File: src/rtl/spi_regen_defs.vh
`ifndef SPI_REGEN_DEFS_VH
`define SPI_REGEN_DEFS_VH
`define ADDR_EDGE_TIMING 8'h60
`define ADDR_SELECT_TIMING 8'h61
`define ADDR_CONFIG_STATUS 8'h62
`define ADDR_IRQ_STATUS 8'h70
`define ADDR_IRQ_ENABLE 8'h71
`define ADDR_IRQ_CLEAR 8'h72
`define ADDR_FRAME_DATA 8'h73
`define RST_EDGE_TIMING 8'h22
`define RST_SELECT_TIMING 4'h2
`define RST_CONFIG 8'h00
`define UNIT_NS 40
`define CLK_PERIOD_NS 10
`define BIT_OVERFLOW 7
`define BIT_OVERFLOW_CLEAR 2
`define BIT_SAMPLE_PHASE 1
`define BIT_IDLE_LEVEL 0
`define IRQ_OVERFLOW 0
`define IRQ_FRAME_DONE 1
`endif

File: src/rtl/remote_spi_master_regen.v
// Design decision made here: register access over APB.
`timescale 1ns/1ps
`default_nettype none
`include "spi_regen_defs.vh"
module remote_spi_master_regen #(
  parameter UNIT_CYCLES = (`UNIT_NS + `CLK_PERIOD_NS - 1) / `CLK_PERIOD_NS
) (
  // clock and reset
  input wire sys_clk,
  input wire reset,
  input wire clkEnable,
  // apb slave
  input wire psel,
  input wire penable,
  input wire pwrite,
  input wire [7:0] paddr,
  input wire [31:0] pwdata,
  output reg [31:0] prdata,
  output reg pready,
  output reg pslverr,
  // remote byte arrivals from the link
  input wire [7:0] linkByte,
  input wire linkByteToggle,
  input wire linkFrameActive,
  // local spi pins
  output reg spiClk,
  output reg spiMosi,
  output reg spiSelectN,
  input wire spiMiso,
  // readback to link and interrupt
  output reg [7:0] rxByte,
  output reg rxByteValid,
  output reg irq
);
  localparam ST_IDLE = 3'h0;
  localparam ST_SEL = 3'h1;
  localparam ST_SETUP = 3'h2;
  localparam ST_HOLD = 3'h3;
  localparam ST_DONE = 3'h4;

  function [7:0] unitCount;
    input [3:0] field;
    begin
      unitCount = (({4'h0, field} + 8'h01) * UNIT_CYCLES[7:0]) - 8'h01;
    end
  endfunction

  function isMapped;
    input [7:0] addr;
    begin
      case (addr)
        `ADDR_EDGE_TIMING: isMapped = 1'b1;
        `ADDR_SELECT_TIMING: isMapped = 1'b1;
        `ADDR_CONFIG_STATUS: isMapped = 1'b1;
        `ADDR_IRQ_STATUS: isMapped = 1'b1;
        `ADDR_IRQ_ENABLE: isMapped = 1'b1;
        `ADDR_IRQ_CLEAR: isMapped = 1'b1;
        default: isMapped = 1'b0;
      endcase
    end
  endfunction

  reg [7:0] edgeTiming;
  reg [3:0] selectTiming;
  reg overflowFlag;
  reg overflowClear;
  reg idleLevel;
  reg [1:0] irqStatus;
  reg [1:0] irqEnable;
  reg [2:0] state;
  reg [7:0] timer;
  reg [2:0] bitIndex;
  reg [7:0] shiftOut;
  reg [7:0] shiftIn;
  reg [7:0] pendByte;
  reg pendValid;
  reg [1:0] togSync;
  reg togSeen;
  reg [1:0] frameSync;
  reg [1:0] misoSync;
  reg [7:0] byteSync0;
  reg [7:0] byteSync1;
  wire busWrite = psel && penable && pwrite && pready;
  wire busSetup = psel && !penable;
  wire busRead = busSetup && !pwrite;
  wire arrival = togSync[1] ^ togSeen;
  wire takePend = (state == ST_IDLE || state == ST_DONE) && pendValid;
  wire overflowEvent = arrival && pendValid && !takePend;
  wire byteDone = state == ST_HOLD && timer == 8'h00 && bitIndex == 3'h0;
  wire frameDone = state == ST_DONE && !frameSync[1] && !pendValid;
  wire [1:0] irqEvents = {frameDone, overflowEvent};
  wire irqClearWrite = busWrite && paddr == `ADDR_IRQ_CLEAR;

  always @(posedge sys_clk or posedge reset)
  begin
    if (reset)
    begin
      togSync <= 2'b00;
      togSeen <= 1'b0;
    end
    else if (clkEnable)
    begin
      togSync <= {togSync[0], linkByteToggle};
      togSeen <= togSync[1];
    end
  end

  always @(posedge sys_clk or posedge reset)
  begin
    if (reset)
    begin
      frameSync <= 2'b00;
    end
    else if (clkEnable)
    begin
      frameSync <= {frameSync[0], linkFrameActive};
    end
  end

  always @(posedge sys_clk or posedge reset)
  begin
    if (reset)
    begin
      misoSync <= 2'b00;
    end
    else if (clkEnable)
    begin
      misoSync <= {misoSync[0], spiMiso};
    end
  end

  // byte is stable long before its toggle is seen
  always @(posedge sys_clk or posedge reset)
  begin
    if (reset)
    begin
      byteSync0 <= 8'h00;
      byteSync1 <= 8'h00;
    end
    else if (clkEnable)
    begin
      byteSync0 <= linkByte;
      byteSync1 <= byteSync0;
    end
  end

  // error decided in setup so it stands together with ready
  always @(posedge sys_clk or posedge reset)
  begin
    if (reset)
    begin
      pready <= 1'b0;
      pslverr <= 1'b0;
    end
    else if (clkEnable)
    begin
      pready <= busSetup;
      pslverr <= busSetup && pwrite && !isMapped(paddr);
    end
  end

  always @(posedge sys_clk or posedge reset)
  begin
    if (reset)
    begin
      edgeTiming <= `RST_EDGE_TIMING;
      selectTiming <= `RST_SELECT_TIMING;
      overflowClear <= 1'b0;
      idleLevel <= 1'b0;
      irqEnable <= 2'b00;
    end
    else if (clkEnable && busWrite)
    begin
      case (paddr)
        `ADDR_EDGE_TIMING: edgeTiming <= pwdata[7:0];
        `ADDR_SELECT_TIMING: selectTiming <= pwdata[3:0];
        `ADDR_CONFIG_STATUS:
        begin
          overflowClear <= pwdata[`BIT_OVERFLOW_CLEAR];
          idleLevel <= pwdata[`BIT_IDLE_LEVEL];
        end
        `ADDR_IRQ_ENABLE: irqEnable <= pwdata[1:0];
        default: irqEnable <= irqEnable;
      endcase
    end
  end

  // new events win over a clear in the same cycle
  always @(posedge sys_clk or posedge reset)
  begin
    if (reset)
    begin
      irqStatus <= 2'b00;
      overflowFlag <= 1'b0;
      irq <= 1'b0;
    end
    else if (clkEnable)
    begin
      if (irqClearWrite)
        irqStatus <= (irqStatus & ~pwdata[1:0]) | irqEvents;
      else
        irqStatus <= irqStatus | irqEvents;
      if (overflowEvent)
        overflowFlag <= 1'b1;
      else if (overflowClear)
        overflowFlag <= 1'b0;
      irq <= |(irqStatus & irqEnable);
    end
  end

  always @(posedge sys_clk or posedge reset)
  begin
    if (reset)
    begin
      prdata <= 32'h00000000;
    end
    else if (clkEnable && busRead)
    begin
      case (paddr)
        `ADDR_EDGE_TIMING: prdata <= {24'h000000, edgeTiming};
        `ADDR_SELECT_TIMING: prdata <= {28'h0000000, selectTiming};
        `ADDR_CONFIG_STATUS: prdata <= {24'h000000, overflowFlag, 4'h0, overflowClear, 1'b0, idleLevel};
        `ADDR_IRQ_STATUS: prdata <= {30'h00000000, irqStatus};
        `ADDR_IRQ_ENABLE: prdata <= {30'h00000000, irqEnable};
        default: prdata <= 32'h00000000;
      endcase
    end
  end

  always @(posedge sys_clk or posedge reset)
  begin
    if (reset)
    begin
      state <= ST_IDLE;
      timer <= 8'h00;
      bitIndex <= 3'h0;
      shiftOut <= 8'h00;
      shiftIn <= 8'h00;
      pendByte <= 8'h00;
      pendValid <= 1'b0;
      spiClk <= 1'b0;
      spiMosi <= 1'b0;
      spiSelectN <= 1'b1;
      rxByte <= 8'h00;
      rxByteValid <= 1'b0;
    end
    else if (clkEnable)
    begin
      rxByteValid <= 1'b0;
      if (arrival && (!pendValid || takePend))
      begin
        pendByte <= byteSync1;
        pendValid <= 1'b1;
      end
      else if (takePend)
      begin
        pendValid <= 1'b0;
      end
      case (state)
        ST_IDLE:
        begin
          spiClk <= idleLevel;
          if (pendValid)
          begin
            spiSelectN <= 1'b0;
            shiftOut <= pendByte;
            timer <= unitCount(selectTiming);
            state <= ST_SEL;
          end
        end
        ST_SEL:
          if (timer != 8'h00)
          begin
            timer <= timer - 8'h01;
          end
          else
          begin
            spiMosi <= shiftOut[7];
            bitIndex <= 3'h7;
            timer <= unitCount(edgeTiming[3:0]);
            state <= ST_SETUP;
          end
        ST_SETUP:
          if (timer != 8'h00)
          begin
            timer <= timer - 8'h01;
          end
          else
          begin
            spiClk <= ~idleLevel;
            shiftIn <= {shiftIn[6:0], misoSync[1]};
            timer <= unitCount(edgeTiming[7:4]);
            state <= ST_HOLD;
          end
        ST_HOLD:
          if (timer != 8'h00)
          begin
            timer <= timer - 8'h01;
          end
          else
          begin
            spiClk <= idleLevel;
            if (bitIndex == 3'h0)
            begin
              rxByte <= shiftIn;
              rxByteValid <= 1'b1;
              state <= ST_DONE;
            end
            else
            begin
              spiMosi <= shiftOut[bitIndex - 3'h1];
              bitIndex <= bitIndex - 3'h1;
              timer <= unitCount(edgeTiming[3:0]);
              state <= ST_SETUP;
            end
          end
        ST_DONE:
          if (pendValid)
          begin
            shiftOut <= pendByte;
            spiMosi <= pendByte[7];
            bitIndex <= 3'h7;
            timer <= unitCount(edgeTiming[3:0]);
            state <= ST_SETUP;
          end
          else if (!frameSync[1])
          begin
            spiSelectN <= 1'b1;
            state <= ST_IDLE;
          end
        default: state <= ST_IDLE;
      endcase
    end
  end
endmodule
`default_nettype wire

File: config.mk
export PLATFORM = sky130hd
export DESIGN_NAME = remote_spi_master_regen
export DESIGN_NICKNAME = d
export VERILOG_FILES = /design/src/rtl/remote_spi_master_regen.v
export VERILOG_INCLUDE_DIRS = /design/src /design/src/rtl
export SDC_FILE = /design/constraint.sdc
export NUM_CORES = 1
export LEC_CHECK = 0
export ABC_AREA = 1
export BUFFER_PORTS_ARGS = -buffer_cell sky130_fd_sc_hd__buf_2
export CORE_AREA = 2 2 100 121
export CTS_BUF_LIST = sky130_fd_sc_hd__clkbuf_4
export CTS_CLUSTER_SIZE = 28
export DETAILED_ROUTE_END_ITERATION = 8
export DIE_AREA = 0 0 102 123
export PLACE_DENSITY = 0.72
export SLEW_MARGIN = 20
export SYNTH_ARGS = -nofsm -noshare
export SYNTH_HDL_FRONTEND = slang
export SYNTH_SLANG_ARGS = --single-unit
File: constraint.sdc
create_clock -name sys_clk -period 4.2 [get_ports sys_clk]
set_input_delay 0.42 -clock sys_clk [delete_from_list [all_inputs] [get_ports sys_clk]]
set_output_delay 0.42 -clock sys_clk [all_outputs]
set_load 0.03 [all_outputs]
# Word level (Yosys, flattened, before mapping)

Cells that the tools add are included.

Eq/ne operators: 20
Multiplexer cells: 45
Bitwise gates (word level): 8
Reductions and logical operators: 51
$add $sub $neg: 8
Magnitude comparators: 1

Operators by type and width:

| operator            | count |
|---|---|
| $pmux 8 s5          | 2 |
| $eq 8x7->1 const B  | 6 |
| $mux 8              | 6 |
| $mux 3              | 11 |
| $sub 7x1->8 const B | 3 |
| $mux 1              | 19 |
| $logic_and 1x1->1   | 16 |
| $ne 2x2->1 const B  | 8 |
| $add 4x1->5 const B | 3 |
| $pmux 3 s5          | 1 |
| $reduce_and 2->1    | 7 |
| $reduce_and 6->1    | 2 |
| $reduce_and 5->1    | 2 |
| $pmux 3 s3          | 1 |
| $reduce_and 4->1    | 2 |
| $reduce_bool 8->1   | 1 |
| $sub 8x1->8 const B | 1 |
| $eq 3x2->1 const B  | 2 |
| $logic_not 1->1     | 6 |
| $logic_not 3->1     | 2 |
| $ne 3x3->1 const B  | 2 |
| $pmux 1 s3          | 2 |
| $reduce_and 3->1    | 2 |
| $reduce_bool 2->1   | 3 |
| other kinds (17)    | 23 |

Bits in registers: 128

# Longest topological paths before layout

Depth in word-level cells: 7
Gate-level depth with buffers: 12

# Worst setup path after synthesis

Ideal clock, no wire load.

Path kind: register -> register
From: reg edgeTiming[1]
To: reg timer[5]
Data required time: 4.135 ns
Buffers on the path: 0
Path slack: 2.615 ns
Arrival time: 1.521 ns
Cell stages (with the launch flop): 11
Period minus slack after synthesis: 1.585 ns
Cells stage by stage: dfstp_2 -> ha_1 -> nor2_1 -> inv_1 -> nor2_1 -> nand2_1 -> nand3_1 -> nand3_1 -> nand3_1 -> nand2_1 -> nand2_1

Word-level cells in the longest chain between the ends: 5

RTL lines:

| element                | line                          | source |
|---|---|---|
| start, declared        | remote_spi_master_regen.v:63  | `reg [7:0] edgeTiming;` |
| start signal, assigned | remote_spi_master_regen.v:166 | `` edgeTiming <= `RST_EDGE_TIMING; `` |
| start signal, assigned | remote_spi_master_regen.v:175 | `` `ADDR_EDGE_TIMING: edgeTiming <= pwdata[7:0]; `` |
| $add 4x1->5 (*)        | remote_spi_master_regen.v:44  | `unitCount = (({4'h0, field} + 8'h01) * UNIT_CYCLES[7:0]) - 8'h01;` |
| $sub 7x1->8 (*)        | remote_spi_master_regen.v:44  |  |
| $mux 8                 | remote_spi_master_regen.v:303 | `if (bitIndex == 3'h0)` |
| $mux 8                 | remote_spi_master_regen.v:296 | `if (timer != 8'h00)` |
| $pmux 8 s5 (*)         | remote_spi_master_regen.v:259 | `case (state)` |
| end signal, assigned   | remote_spi_master_regen.v:267 | `timer <= unitCount(selectTiming);` |
| end signal, assigned   | remote_spi_master_regen.v:298 | `timer <= timer - 8'h01;` |
| end signal, assigned   | remote_spi_master_regen.v:313 | `timer <= unitCount(edgeTiming[3:0]);` |
| end, declared          | remote_spi_master_regen.v:71  | `reg [7:0] timer;` |

Mark *: on every way between the ends. The rest lies on a longest branch, timed or not. The select of a mux whose other input is x is not followed.
A chain may end at the register's enable or synchronous reset.

# Final worst setup path

From: reg bitIndex[0]
To: reg timer[6]

Word-level cells in the longest chain between the ends: 3

RTL lines:

| element                           | line                          | source |
|---|---|---|
| start, declared                   | remote_spi_master_regen.v:72  | `reg [2:0] bitIndex;` |
| start signal, assigned            | remote_spi_master_regen.v:312 | `bitIndex <= bitIndex - 3'h1;` |
| $logic_not 3->1                   | remote_spi_master_regen.v:303 |  |
| $ne 3x3->1 (no source line)       | -                             |  |
| $reduce_and 5->1 (no source line) | -                             |  |
| end signal, assigned              | remote_spi_master_regen.v:298 |  |
| end signal, assigned              | remote_spi_master_regen.v:313 |  |
| end signal, assigned              | remote_spi_master_regen.v:323 | `timer <= unitCount(edgeTiming[3:0]);` |

Every way passes these cells.

==> flow_metrics.tcl <==
set metrics [dict create \
    synth_async_sr_flop_share_pct 100 \
    cts_buffer_depth 2 \
    viasPerCell 5.00 \
    path_max_fanout 11 \
    p_per_area_nw_per_um2 476 \
    drv_slew 0 \
    holdBufCountCts 0 \
    utilization_pct 52.7 \
    worst_slack_ns 2.14 \
    crit_required_ns 4.56 \
    finalSetupTns_ns 0 \
    vdd_drop_max_mv 0.276 \
    antenna_found_initial 0 \
    cp-end-kind "flop" \
    vias 4501 \
    grt_pass1_wl_um 19300 \
    drtIter0Drc 198 \
    syn_inst 684 \
    wl_per_cell_um 12.8 \
    clkTransAtPathRegs_ns 0.15 \
    io_buffers 55 \
    period_share_pct 49.2 \
    critPathLaunchType "flop" \
    core.rowCount 43 \
    finalNetCount 804 \
    synth_cell_type_count 41 \
    hold_violations 0 \
    drive_above_1_share_pct 16.4 \
    worstMarginPinSlew_ns 0.972 \
    gr-total-overflow 0 \
    synthesis.area_um2 5560 \
    cts_buffers 9 \
    clkLatencyLatePin_ns 0.47 \
    grt_max_degree 76 \
    cts.htree.levels 3 \
    drc 0 \
    synth_seq_cells 104 \
    synthFlopType "dfrtp_1" \
    clock-sinks 104 \
    dp_slack_ns 2.11 \
    path_class "flop to flop" \
    die_x_um 102 \
    areaGrowthSynthToFinish_pct 8.20 \
    ant_nets 0 \
    setup_viol 0 \
    syn_avg_cell_area_um2 8.12 \
    start_util_pct 48.7 \
    place.detailed.hpwl_um 8560 \
    critical_path_arrival_ns 2.43 \
    cap_violations 0 \
    synth-edff-count 0 \
    diodes 0 \
    min_period_ns 2.06 \
    cts_resized 0 \
    n_fill_cell 1134 \
    fmax_mhz 484 \
    cts_root_buf "clkbuf_4" \
    hold_path.class "primary input to asynchronous set/reset pin" \
    track_usage_pct 19.5 \
    grt_pass1_vias 4213 \
    dr.pass1.iters 5 \
    fp.dieH_um 123 \
    cts_tree "built" \
    timing.slew.headroom_pct 34.7 \
    p_leak_nw 3.03 \
    io_pins 104 \
    yosys_warnings 0 \
    status "finished clean" \
    gp_congestion 0.867 \
    coreArea_um2 11400 \
    post-cts-setup-buffers 0 \
    wirelength_um 11500 \
    fin_skew_ns 0.0168 \
    die-area_um2 12500 \
    rsz0062_at_grt "no" \
    ys_seq_area_share_pct 46.9 \
]
## cell families after synthesis
| kind of cell | Yosys count | share of synthesized area, % |
|---|---|---|
| adders and majority gates | 9 | 2.03 |
| AOI/OAI and AO/OA | 121 | 11.7 |
| buffers and inverters | 119 | 10.3 |
| DFF | 104 | 46.9 |
| and+or+nand+nor | 313 | 25.9 |
| xor gates and xnor gates | 8 | 1.26 |
| muxes | 9 | 1.89 |
| other | 1 | 0.0675 |
## final timing paths
kind,endpoint,cells past startpoint,from,slack [ns]
max reg2reg,timer[6]$_DFFE_PP0P_,10,bitIndex[0]$_DFFE_PP0P_,2.14
min reg2reg,byteSync0[7]$_DFFE_PP0P_,2,byteSync0[7]$_DFFE_PP0P_,0.49
max in group asynchronous,spiSelectN$_DFFE_PP1P_,3,reset,3.07
min,byteSync0[1]$_DFFE_PP0P_,2,reset,0.14
max,timer[6]$_DFFE_PP0P_,10,bitIndex[0]$_DFFE_PP0P_,2.14
min in group sys_clk,byteSync0[3]$_DFFE_PP0P_,3,linkByte[3],0.15
## cell usage in the layout, fill, tap and decap left out, types with 3 or more instances in the layout
master / synthesis / layout
nand2_1: 185 / 185
dfrtp_1: 100 / 100
inv_1: 76 / 75
o21ai_0: 73 / 73
buf_2: 3 / 55
nor2_1: 50 / 50
nand3_1: 39 / 39
conb_1: 1 / 24
a21oi_1: 19 / 19
o21ai_1: 15 / 15
clkbuf_4: 0 / 11
nand4_1: 10 / 10
nor2_4: 9 / 9
ha_1: 9 / 9
mux2_2: 8 / 8
nand2_2: 5 / 5
inv_2: 5 / 5
o211ai_1: 5 / 5
xnor2_1: 5 / 5
dfstp_2: 4 / 4
xor2_1: 3 / 3
nor3_1: 3 / 3
nand3_4: 3 / 3
## worst max-delay path, cell delays in order, from the launching register on
cell and delay (ns):
dfrtp_1 0.42, inv_1 0.14, ha_1 0.22, nand2_1 0.12, nor2_4 0.07, a21oi_2 0.50
inv_2 0.15, nor2_1 0.13, nand2_1 0.06, nor2_1 0.09, nor2_1 0.05
## report_power, final
part           switching [mW]  leakage [nW]  internal (mW)
clock network           0.323        0.0808          0.196
logic                   0.675          1.63          0.352
registers               0.143          1.32           1.17
## cells in the mapped netlist, types with 2 or more instances
cell | number | share of area, %
a21oi_1 | 19 | 1.7
buf_2 | 3 | 0.27
buf_4 | 25 | 3.4
buf_6 | 3 | 0.61
clkbuf_1 | 5 | 0.34
dfrtp_1 | 100 | 45
dfstp_2 | 4 | 1.9
ha_1 | 9 | 2.0
inv_1 | 76 | 5.1
inv_2 | 5 | 0.34
mux2_2 | 8 | 1.6
nand2_1 | 185 | 12
nand2_2 | 5 | 0.56
nand2_4 | 2 | 0.41
nand3_1 | 39 | 3.5
nand3_2 | 2 | 0.36
nand3_4 | 3 | 0.95
nand4_1 | 10 | 1.1
nor2_1 | 50 | 3.4
nor2_4 | 9 | 1.8
nor3_1 | 3 | 0.27
nor3_2 | 2 | 0.36
o211ai_1 | 5 | 0.68
o21ai_0 | 73 | 6.6
o21ai_1 | 15 | 1.4
o21ai_2 | 2 | 0.32
o22ai_1 | 2 | 0.23
xnor2_1 | 5 | 0.79
xor2_1 | 3 | 0.47
## through the flow
stage               total power [mW]  hold slack, ns  cell area, um^2  instances
floorplan                       2.14           0.442             5640        707
global route                    3.09           0.121             6010        900
global placement                2.33           0.452             5870        884
detailed placement              2.37           0.460             5870        884
finish                          2.86           0.142             6010        900
CTS                             2.89           0.119             6010        900
## state kept, by name, summed over array words and instances (netlist names), 2 cells and up
| name | flops |
|---|---|
| bitIndex | 3 |
| byteSync0 | 8 |
| byteSync1 | 8 |
| edgeTiming | 8 |
| frameSync | 2 |
| irqEnable | 2 |
| irqStatus | 2 |
| misoSync | 2 |
| pendByte | 8 |
| prdata | 8 |
| rxByte | 8 |
| selectTiming | 4 |
| shiftIn | 8 |
| shiftOut | 8 |
| state | 3 |
| timer | 8 |
| togSync | 2 |
## final cells by class
class	count	area, um^2	share of cell area (%)
flip-flops and latches	104	2610	43.4
multi-input cells	484	2460	41.0
inverters	82	313	5.20
repair buffers	57	290	4.83
well taps	157	196	3.27
clock inverters	5	57.6	0.957
clock buffers	11	82.6	1.37
## per-layer routing
layer	vias to the layer above	part of all wire, %	GRT usage (%)	routed length, um
li1	2260	-	-	-
met1	2132	43	24.5	4980
met2	92	51	33.8	5920
met3	17	3.5	3.34	408
met4	0	1.8	6.83	204
met5	-	0	0	0
Note: power is estimated with default switching activity, not from simulation.
